`config.mk`:
```
export PLATFORM = sky130hd
export DESIGN_NAME = onchip_break_event_trace
export DESIGN_NICKNAME = d
export VERILOG_FILES = /design/src/obe_pkg.sv /design/src/onchip_break_event_trace.sv
export VERILOG_INCLUDE_DIRS = /design/src
export SDC_FILE = /design/constraint.sdc
export NUM_CORES = 2
export LEC_CHECK = 0
export BUFFER_PORTS_ARGS = -buffer_cell sky130_fd_sc_hd__buf_4
export CAP_MARGIN = 20
export CORE_MARGIN = 2
export CORE_UTILIZATION = 40
export DETAILED_ROUTE_END_ITERATION = 8
export PLACE_DENSITY = 0.67
export SETUP_SLACK_MARGIN = 0.15
export SYNTH_ARGS = -nofsm -noshare
export SYNTH_HDL_FRONTEND = slang
export SYNTH_SLANG_ARGS = --single-unit
export TNS_END_PERCENT = 30
```
`constraint.sdc`:
```
create_clock -name MCLK_IN -period 4.72 [get_ports MCLK_IN]
set_clock_uncertainty 0.15 [all_clocks]
set_input_delay 0.944 -clock MCLK_IN [delete_from_list [all_inputs] [get_ports MCLK_IN]]
set_output_delay 0.944 -clock MCLK_IN [all_outputs]
set_load 0.02 [all_outputs]
```
`src/obe_params.svh`:
```
// Purpose: Offsets, field positions, reset values and sizes of the
//          on-chip break and event trace block.
// Assumes: Byte addresses on an 8-bit register port, 32-bit data.
// Notes:   Definitions only.
`ifndef OBE_PARAMS_SVH
`define OBE_PARAMS_SVH

`define OBE_OFF_CTRL     8'h00
`define OBE_OFF_EVA_ADDR 8'h04
`define OBE_OFF_EVA_CFG  8'h08
`define OBE_OFF_EVA_DATA 8'h0c
`define OBE_OFF_EVB_ADDR 8'h10
`define OBE_OFF_EVB_CFG  8'h14
`define OBE_OFF_COND     8'h18
`define OBE_OFF_AM_EN    8'h1c
`define OBE_OFF_AM_BASE  8'h20
`define OBE_OFF_STATUS   8'h40
`define OBE_OFF_TRC_IDX  8'h44
`define OBE_OFF_TRC_LO   8'h48
`define OBE_OFF_TRC_HI   8'h4c

// Control register bits
`define OBE_CTRL_EN_A     0
`define OBE_CTRL_EN_B     1
`define OBE_CTRL_EN_BRK   2
`define OBE_CTRL_EN_TRC   3
`define OBE_CTRL_MODE     4
`define OBE_CTRL_FULL_BRK 5
`define OBE_CTRL_REARM    6

// Event configuration fields
`define OBE_CFG_MBITS_LSB 0
`define OBE_CFG_SIZE_LSB  5
`define OBE_CFG_DIR_LSB   7

// Condition register fields
`define OBE_COND_BRK_LSB   0
`define OBE_COND_START_LSB 3
`define OBE_COND_STOP_LSB  6
`define OBE_COND_PICK      9

`define OBE_RST_WORD 32'h0000_0000
`define OBE_TRC_DEPTH 16
`define OBE_AM_POINTS 8

`endif

```
`src/obe_pkg.sv`:
```
// Purpose: Types shared by the on-chip break and event trace block.
// Assumes: Encodings follow the order of declaration.
// Notes:   SEL_SPECIAL means go for start, halt for stop, none for break.
package obe_pkg;
   typedef enum logic [2:0] {
      SEL_SPECIAL, SEL_A, SEL_A_OR_B, SEL_A_AND_B, SEL_B_THEN_A, SEL_FULL
   } sel_t;
   typedef enum logic [1:0] {SIZE_ANY, SIZE_BYTE, SIZE_WORD} size_t;
   typedef enum logic [1:0] {DIR_RW, DIR_READ, DIR_WRITE} dir_t;
   typedef enum logic {TK_BRANCH, TK_DATA} kind_t;
endpackage

```
`src/onchip_break_event_trace.sv`:
```
// Purpose: Address-match breakpoints, two data-access event comparators,
//          break combiner, trace-full break and a branch/data trace unit.
// Assumes: CPU strobes are synchronous one-cycle pulses on MCLK_IN.
// Notes:   Registers sit on a plain strobe port, read data one cycle later.
//
// Our own choices: strobed register access and the register addresses.
`timescale 1ns/1ps
`include "obe_params.svh"

module onchip_break_event_trace import obe_pkg::*; #(
   parameter int DEPTH = `OBE_TRC_DEPTH,
   parameter int AM_NUM = `OBE_AM_POINTS
) (
   input wire logic MCLK_IN,
   input wire logic RST_N_IN,
   input wire logic [7:0] REG_ADDR_IN,
   input wire logic [31:0] REG_WDATA_IN,
   input wire logic REG_WR_IN,
   input wire logic REG_RD_IN,
   output logic [31:0] REG_RDATA_OUT,
   input wire logic FETCH_VALID_IN,
   input wire logic [23:0] FETCH_ADDR_IN,
   input wire logic BRANCH_VALID_IN,
   input wire logic [23:0] BRANCH_SRC_IN,
   input wire logic [23:0] BRANCH_DST_IN,
   input wire logic DBUS_VALID_IN,
   input wire logic [23:0] DBUS_ADDR_IN,
   input wire logic [15:0] DBUS_DATA_IN,
   input wire logic DBUS_WRITE_IN,
   input wire logic DBUS_WORD_IN,
   input wire logic RUN_START_IN,
   input wire logic HALTED_IN,
   output logic HALT_REQ_OUT,
   output logic BREAK_OUT,
   output logic EVA_MATCH_OUT,
   output logic EVB_MATCH_OUT,
   output logic TRACE_ACTIVE_OUT,
   output logic TRACE_FULL_OUT
);
   localparam int CW = $clog2(DEPTH + 1);
   localparam int IW = $clog2(DEPTH);
   localparam int EW = 49;

   typedef struct packed {
      logic en_a;
      logic en_b;
      logic en_brk;
      logic en_trc;
      logic mode;
      logic full_brk;
      logic [23:0] eva_addr;
      logic [8:0] eva_cfg;
      logic [31:0] eva_data;
      logic [23:0] evb_addr;
      logic [8:0] evb_cfg;
      logic [9:0] cond;
      logic [AM_NUM-1:0] am_en;
      logic [AM_NUM-1:0][23:0] am_addr;
      logic [IW-1:0] idx;
      logic [31:0] rdata;
      logic [2:0] a_seen;
      logic [2:0] b_seen;
      logic active;
      logic full;
      logic [CW-1:0] cnt;
      logic ma;
      logic mb;
      logic brk;
      logic [DEPTH-1:0][EW-1:0] mem;
   } state_t;

   state_t q, d;

   function automatic logic addr_hit(input logic [23:0] acc,
                                     input logic [23:0] ref_a,
                                     input logic [8:0] cfg);
      logic [23:0] m;
      m = 24'hffffff << cfg[`OBE_CFG_MBITS_LSB +: 5];
      return ((acc ^ ref_a) & m) == 24'h000000;
   endfunction

   function automatic logic qual_hit(input logic [8:0] cfg,
                                     input logic wr, input logic word);
      size_t sz;
      dir_t dr;
      logic s_ok;
      logic d_ok;
      sz = size_t'(cfg[`OBE_CFG_SIZE_LSB +: 2]);
      dr = dir_t'(cfg[`OBE_CFG_DIR_LSB +: 2]);
      s_ok = (sz == SIZE_ANY) || (sz == SIZE_BYTE && !word) ||
             (sz == SIZE_WORD && word);
      d_ok = (dr == DIR_RW) || (dr == DIR_READ && !wr) ||
             (dr == DIR_WRITE && wr);
      return s_ok && d_ok;
   endfunction

   function automatic logic cond_fire(input sel_t s, input logic a,
                                      input logic b, input logic as,
                                      input logic bs);
      logic r;
      unique case (s)
         SEL_A: r = a;
         SEL_A_OR_B: r = a | b;
         SEL_A_AND_B: r = (a | as) & (b | bs);
         SEL_B_THEN_A: r = a & bs;
         default: r = 1'b0;
      endcase
      return r;
   endfunction

   logic [15:0] dmask;
   logic a_hit, b_hit, rearm, rec, pick;
   logic [2:0] fire;
   sel_t sel [3];
   logic [EW-1:0] entry;
   logic [AM_NUM-1:0] am_hit;

   // Halt request is combinational so the CPU stops before execution
   always_comb begin
      for (int i = 0; i < AM_NUM; i++) begin
         am_hit[i] = q.am_en[i] && FETCH_ADDR_IN == q.am_addr[i];
      end
   end
   assign HALT_REQ_OUT = FETCH_VALID_IN && (|am_hit);

   always_comb begin
      d = q;
      d.ma = 1'b0;
      d.mb = 1'b0;
      d.brk = 1'b0;
      d.rdata = 32'h0000_0000;
      rearm = REG_WR_IN && REG_ADDR_IN == `OBE_OFF_CTRL &&
              REG_WDATA_IN[`OBE_CTRL_REARM];
      // Byte accesses see only the low mask byte
      dmask = DBUS_WORD_IN ? q.eva_data[31:16] :
              {8'h00, q.eva_data[23:16]};
      a_hit = q.en_a && DBUS_VALID_IN &&
              addr_hit(DBUS_ADDR_IN, q.eva_addr, q.eva_cfg) &&
              qual_hit(q.eva_cfg, DBUS_WRITE_IN, DBUS_WORD_IN) &&
              ((DBUS_DATA_IN ^ q.eva_data[15:0]) & dmask) ==
              16'h0000;
      b_hit = q.en_b && DBUS_VALID_IN &&
              addr_hit(DBUS_ADDR_IN, q.evb_addr, q.evb_cfg) &&
              qual_hit(q.evb_cfg, DBUS_WRITE_IN, DBUS_WORD_IN);
      d.ma = a_hit;
      d.mb = b_hit;
      sel[0] = sel_t'(q.cond[`OBE_COND_BRK_LSB +: 3]);
      sel[1] = sel_t'(q.cond[`OBE_COND_START_LSB +: 3]);
      sel[2] = sel_t'(q.cond[`OBE_COND_STOP_LSB +: 3]);
      for (int i = 0; i < 3; i++) begin
         fire[i] = cond_fire(sel[i], a_hit, b_hit, q.a_seen[i],
                             q.b_seen[i]);
         if (fire[i]) begin
            d.a_seen[i] = 1'b0;
            d.b_seen[i] = 1'b0;
         end else if (rearm) begin
            // An access in the re-arm cycle still counts, so set wins
            d.a_seen[i] = a_hit;
            d.b_seen[i] = b_hit;
         end else begin
            d.a_seen[i] = q.a_seen[i] | a_hit;
            d.b_seen[i] = q.b_seen[i] | b_hit;
         end
      end
      d.brk = q.en_brk && fire[0];
      pick = q.cond[`OBE_COND_PICK] ? (a_hit | b_hit) : a_hit;
      // Mode is one bit, so the two trace kinds are exclusive
      if (q.mode == TK_DATA) begin
         rec = DBUS_VALID_IN && pick;
         entry = {TK_DATA, DBUS_ADDR_IN, 8'h00, DBUS_DATA_IN};
      end else begin
         rec = BRANCH_VALID_IN;
         entry = {TK_BRANCH, BRANCH_SRC_IN, BRANCH_DST_IN};
      end
      rec = rec && q.active && !q.full;
      if (rec) begin
         d.mem[q.cnt[IW-1:0]] = entry;
         d.cnt = q.cnt + CW'(1);
         if (q.cnt == CW'(DEPTH - 1)) begin
            d.full = 1'b1;
            d.brk = d.brk | (q.en_brk && q.full_brk);
         end
      end
      if (q.active && ((sel[2] == SEL_SPECIAL && HALTED_IN) ||
          (sel[2] == SEL_FULL && q.full) || fire[2])) begin
         d.active = 1'b0;
      end else if (!q.active && q.en_trc && !q.full &&
          ((sel[1] == SEL_SPECIAL && RUN_START_IN) || fire[1])) begin
         d.active = 1'b1;
      end
      if (REG_WR_IN) begin
         unique case (REG_ADDR_IN)
            `OBE_OFF_CTRL: begin
               d.en_a = REG_WDATA_IN[`OBE_CTRL_EN_A];
               d.en_b = REG_WDATA_IN[`OBE_CTRL_EN_B];
               d.en_brk = REG_WDATA_IN[`OBE_CTRL_EN_BRK];
               d.en_trc = REG_WDATA_IN[`OBE_CTRL_EN_TRC];
               d.mode = REG_WDATA_IN[`OBE_CTRL_MODE];
               d.full_brk = REG_WDATA_IN[`OBE_CTRL_FULL_BRK];
            end
            `OBE_OFF_EVA_ADDR: d.eva_addr = REG_WDATA_IN[23:0];
            `OBE_OFF_EVA_CFG: d.eva_cfg = REG_WDATA_IN[8:0];
            `OBE_OFF_EVA_DATA: d.eva_data = REG_WDATA_IN;
            `OBE_OFF_EVB_ADDR: d.evb_addr = REG_WDATA_IN[23:0];
            `OBE_OFF_EVB_CFG: d.evb_cfg = REG_WDATA_IN[8:0];
            `OBE_OFF_COND: d.cond = REG_WDATA_IN[9:0];
            `OBE_OFF_AM_EN: d.am_en = REG_WDATA_IN[AM_NUM-1:0];
            `OBE_OFF_TRC_IDX: d.idx = REG_WDATA_IN[IW-1:0];
            default: begin
               for (int i = 0; i < AM_NUM; i++) begin
                  if (REG_ADDR_IN == `OBE_OFF_AM_BASE + 8'(4 * i)) begin
                     d.am_addr[i] = REG_WDATA_IN[23:0];
                  end
               end
            end
         endcase
      end
      if (rearm) begin
         d.cnt = '0;
         d.full = 1'b0;
         d.active = 1'b0;
      end
      if (REG_RD_IN) begin
         unique case (REG_ADDR_IN)
            `OBE_OFF_CTRL: d.rdata = {26'h0, q.full_brk, q.mode, q.en_trc,
                                      q.en_brk, q.en_b, q.en_a};
            `OBE_OFF_EVA_ADDR: d.rdata = {8'h00, q.eva_addr};
            `OBE_OFF_EVA_CFG: d.rdata = {23'h0, q.eva_cfg};
            `OBE_OFF_EVA_DATA: d.rdata = q.eva_data;
            `OBE_OFF_EVB_ADDR: d.rdata = {8'h00, q.evb_addr};
            `OBE_OFF_EVB_CFG: d.rdata = {23'h0, q.evb_cfg};
            `OBE_OFF_COND: d.rdata = {22'h0, q.cond};
            `OBE_OFF_AM_EN: d.rdata = 32'(q.am_en);
            `OBE_OFF_STATUS: d.rdata = {16'h0, 8'(q.cnt), 4'h0,
                                        q.a_seen[0], q.b_seen[0],
                                        q.full, q.active};
            `OBE_OFF_TRC_IDX: d.rdata = 32'(q.idx);
            `OBE_OFF_TRC_LO: d.rdata = q.mem[q.idx][31:0];
            `OBE_OFF_TRC_HI: d.rdata = {15'h0, q.mem[q.idx][EW-1:32]};
            default: begin
               for (int i = 0; i < AM_NUM; i++) begin
                  if (REG_ADDR_IN == `OBE_OFF_AM_BASE + 8'(4 * i)) begin
                     d.rdata = {8'h00, q.am_addr[i]};
                  end
               end
            end
         endcase
      end
   end

   always_ff @(posedge MCLK_IN) begin
      if (!RST_N_IN) begin
         q <= '0;
      end else begin
         q <= d;
      end
   end

   assign REG_RDATA_OUT = q.rdata;
   assign BREAK_OUT = q.brk;
   assign EVA_MATCH_OUT = q.ma;
   assign EVB_MATCH_OUT = q.mb;
   assign TRACE_ACTIVE_OUT = q.active;
   assign TRACE_FULL_OUT = q.full;
endmodule // onchip_break_event_trace

```
==> flow_summary_export.csv <==
group,metric,value,unit
synth,ys_ff_latch,1150,
synth,yosys.area.top_type_share,0.437,
synth,synth_ff_type,"dfxtp_1",
finish,layout-drive-gt1-share,0.153,
synth,avgSynthCellArea,9.37,um2
worst_setup_path,path_class,"in -> out",
route,drc,1,
finish,nFillCells,12350,
finish,layout.cells.non_filler,7347,
placed_design,dp.cells,7134,
power,power_per_cell_area,340,nW/um2
global_route,grt_max_degree,165,
placed_design,post-place-ws,0.451,ns
route,wl,193000,um
timing,setup_tns,0,ns
timing,tightest_slew,1.03,ns
timing,final_hold_viol_count,0,
synth,synth_area_leaders,"dfxtp_1 (44%), mux2i_1 (11%), mux4_2 (10%)",
worst_setup_path,required,3.63,ns
synth,synth_edf_count,0,
run_status,violations,"design-rule violations",
finish,seq_area,23000,um2
finish,insertedDiodeCount,0,
power,p_leak,19.5,nW
global_route,antenna_found_initial,9,
cts,htreeDepth,3,
synth,seq_area_frac_synth,0.437,
floorplanning,ioPinCount,201,
run_status,status,"finished, violations left",
timing,max_slew_margin,0.309,
cts,clk_latency,0.75,ns
route,ant_nets,0,
cts,postCtsSetupBuffers,0,
synth,yosysWarnings,0,
finish,area_growth,12.5,%
hold_path,hold_path_class,"reg -> reg",
global_route,grt_overflow,0,
synth,yosysTopAreaCell,"dfxtp_1",
synth,synthArstFlopShare,0,
synth,synth_cell_types,65,
cts,root_buffer,"clkbuf_16",
floorplanning,die_w,367,um
timing,fin_ws,0.568,ns
worst_setup_path,crit_arrival,3.06,ns
worst_setup_path,startpoint_type,"input pin",
floorplanning,num_rows,133,
timing,period_needed,4.15,ns
global_route,grt_pass1_vias,41278,
floorplanning,die_y,367,um
timing,maxSlewViolCount,0,
global_route,grt_pass1_wl,281000,um
worst_setup_path,worst_setup_path_end_kind,"output pin",
flow_run,maxCapViolations,0,
cts,cts_sinks,1150,
route,wire_per_inst,26.3,um
placed_design,dpl_cell_area,55300,um2
floorplanning,core,131000,um2
route,vias,43228,
finish,num-nets-final,5667,
cts,cts-hold-fix-buffers,0,
timing,setup_viol,0,
floorplanning,start_util,0.402,
synth,syn_area,52700,um2
cts,cts_buffer_depth,3,
route,drt_pass1_iterations,8,
cts,cts_tree,"done",
timing,period_share,0.880,
synth,synthCells,5620,
placed_design,port_buffers,200,
finish,multi_input_area,27100,um2
global_route,grt_use_total,0.278,
cts,clkTransAtPathRegs,0.06,ns
route,drt_iter0_drc,5428,
cts,ctsResizeCount,0,
power,ir_drop,0.292,mV
floorplanning,die-area,135000,um2
cts,cts_made_buffers,118,
timing,rsz0062_at_grt,"no",
timing,timing.fmax,0.241,GHz
placed_design,dpl.hpwl,129000,um
placed_design,place_congestion,1.00,
synth,synth_fp_nets,5788,
finish,final_area,59300,um2
worst_setup_path,critPathMaxFanout,8,
route,vias_per_cell,5.88,
[synth_stat cells, types with 4 or more instances]
master and count:
a22o_1 25, inv_1 11, o21ai_0 201, a211oi_1 7, ha_1 5, nand3b_1 6
mux2_2 40, buf_1 43, a221oi_1 30, a31oi_1 12, and2_1 7, mux4_2 245
buf_2 65, nand3_1 315, xnor2_1 88, a21boi_0 4, buf_4 39, nand2_1 1391
a22oi_1 69, and3_1 29, a222oi_1 34, dfxtp_1 1150, o22ai_1 13, buf_6 39
nor2_1 70, nor3_1 20, a21oi_1 369, mux2i_1 566, nand4_1 33, xor2_1 172
or2_2 4, nor3b_1 4, clkbuf_1 388, o211ai_1 5, nor4_1 36, o21ai_1 43
[report_power, final]
part / switching [W] / internal, W
clock network: 0.00404 / 0.00552
logic: 0.000665 / 0.000218
registers: 0.00000586 / 0.00971
[layout by cell type (no fill, tap or decap), types with 11 or more instances in the layout]
master / netlist / layout
buf_4: 39 / 297
o21ai_1: 43 / 43
a221oi_1: 30 / 30
and3_4: 0 / 14
a21oi_1: 369 / 369
mux4_2: 245 / 245
xor2_1: 172 / 172
dfxtp_1: 1150 / 1145
mux2i_1: 566 / 566
clkinv_2: 0 / 23
a22oi_1: 69 / 69
nand2_1: 1391 / 1391
a222oi_1: 34 / 34
a22o_1: 25 / 25
a31oi_1: 12 / 12
nor2_1: 70 / 58
clkbuf_8: 0 / 27
nor3_1: 20 / 15
mux2_2: 40 / 40
o22ai_1: 13 / 13
clkbuf_1: 388 / 25
clkbuf_16: 0 / 122
nand4_1: 33 / 33
o21ai_0: 201 / 201
inv_1: 11 / 11
buf_12: 0 / 35
and3_1: 29 / 15
nand3_1: 315 / 315
nor4_1: 36 / 36
xnor2_1: 88 / 88
[layout make-up]
| type | instances | share of cell area |
|---|---|---|
| sequential | 1150 | 0.389 |
| tap | 1755 | 0.0371 |
| multi-input combinational | 3884 | 0.457 |
| inverter | 12 | 0.000887 |
| clock buffer | 174 | 0.0594 |
| timing repair buffer | 333 | 0.0497 |
| clock inverter | 39 | 0.00707 |
[critical path: stages]
cell,delay (ns)
buf_4,0.17
xnor2_1,0.57
nand4_1,0.35
nor4_1,0.48
nor4_1,0.16
a21boi_0,0.20
buf_4,0.17
[stage by stage]
step | utilization | total power, W | hold WS, ns
final | 0.452 | 0.0201 | 0.296
after global routing | 0.452 | 0.0207 | 0.311
after CTS | 0.452 | 0.0202 | 0.287
after detailed placement | 0.422 | 0.0108 | 0.290
after global placement | 0.422 | 0.0108 | 0.282
after floorplan | - | 0.0104 | 0.275
[kinds of logic (layout without fill, tap and decap cells)]
logic type	after synthesis	count (layout)	share of synthesized area
and+or+nand+nor	1926	1926	0.152
adders and majority gates	7	7	0.00159
muxes	851	851	0.221
AOI/OAI and AO/OA	840	840	0.0936
xor gates and xnor gates	260	260	0.0432
DFF	1150	1150	0.437
buffers and inverters	586	558	0.0516
[metal layers]
layer | wire, um | vias up | part of all wire | track usage
met5 | 64 | - | 0.00033 | 0
met1 | 79900 | 21375 | 0.41 | 0.372
met4 | 9240 | 10 | 0.048 | 0.128
met3 | 17500 | 392 | 0.091 | 0.0563
li1 | - | 19330 | - | -
met2 | 86500 | 2121 | 0.45 | 0.431
[worst paths after layout]
check	start	end	slack, ns	depth (start not counted)
min reg2reg	flip-flop	flip-flop	0.30	2
max	FETCH_ADDR_IN[8]	HALT_REQ_OUT	0.57	7
min	flip-flop	flip-flop	0.30	2
max reg2reg	q[1111]	flip-flop	0.62	10
Note: power is estimated with default switching activity, not from simulation.
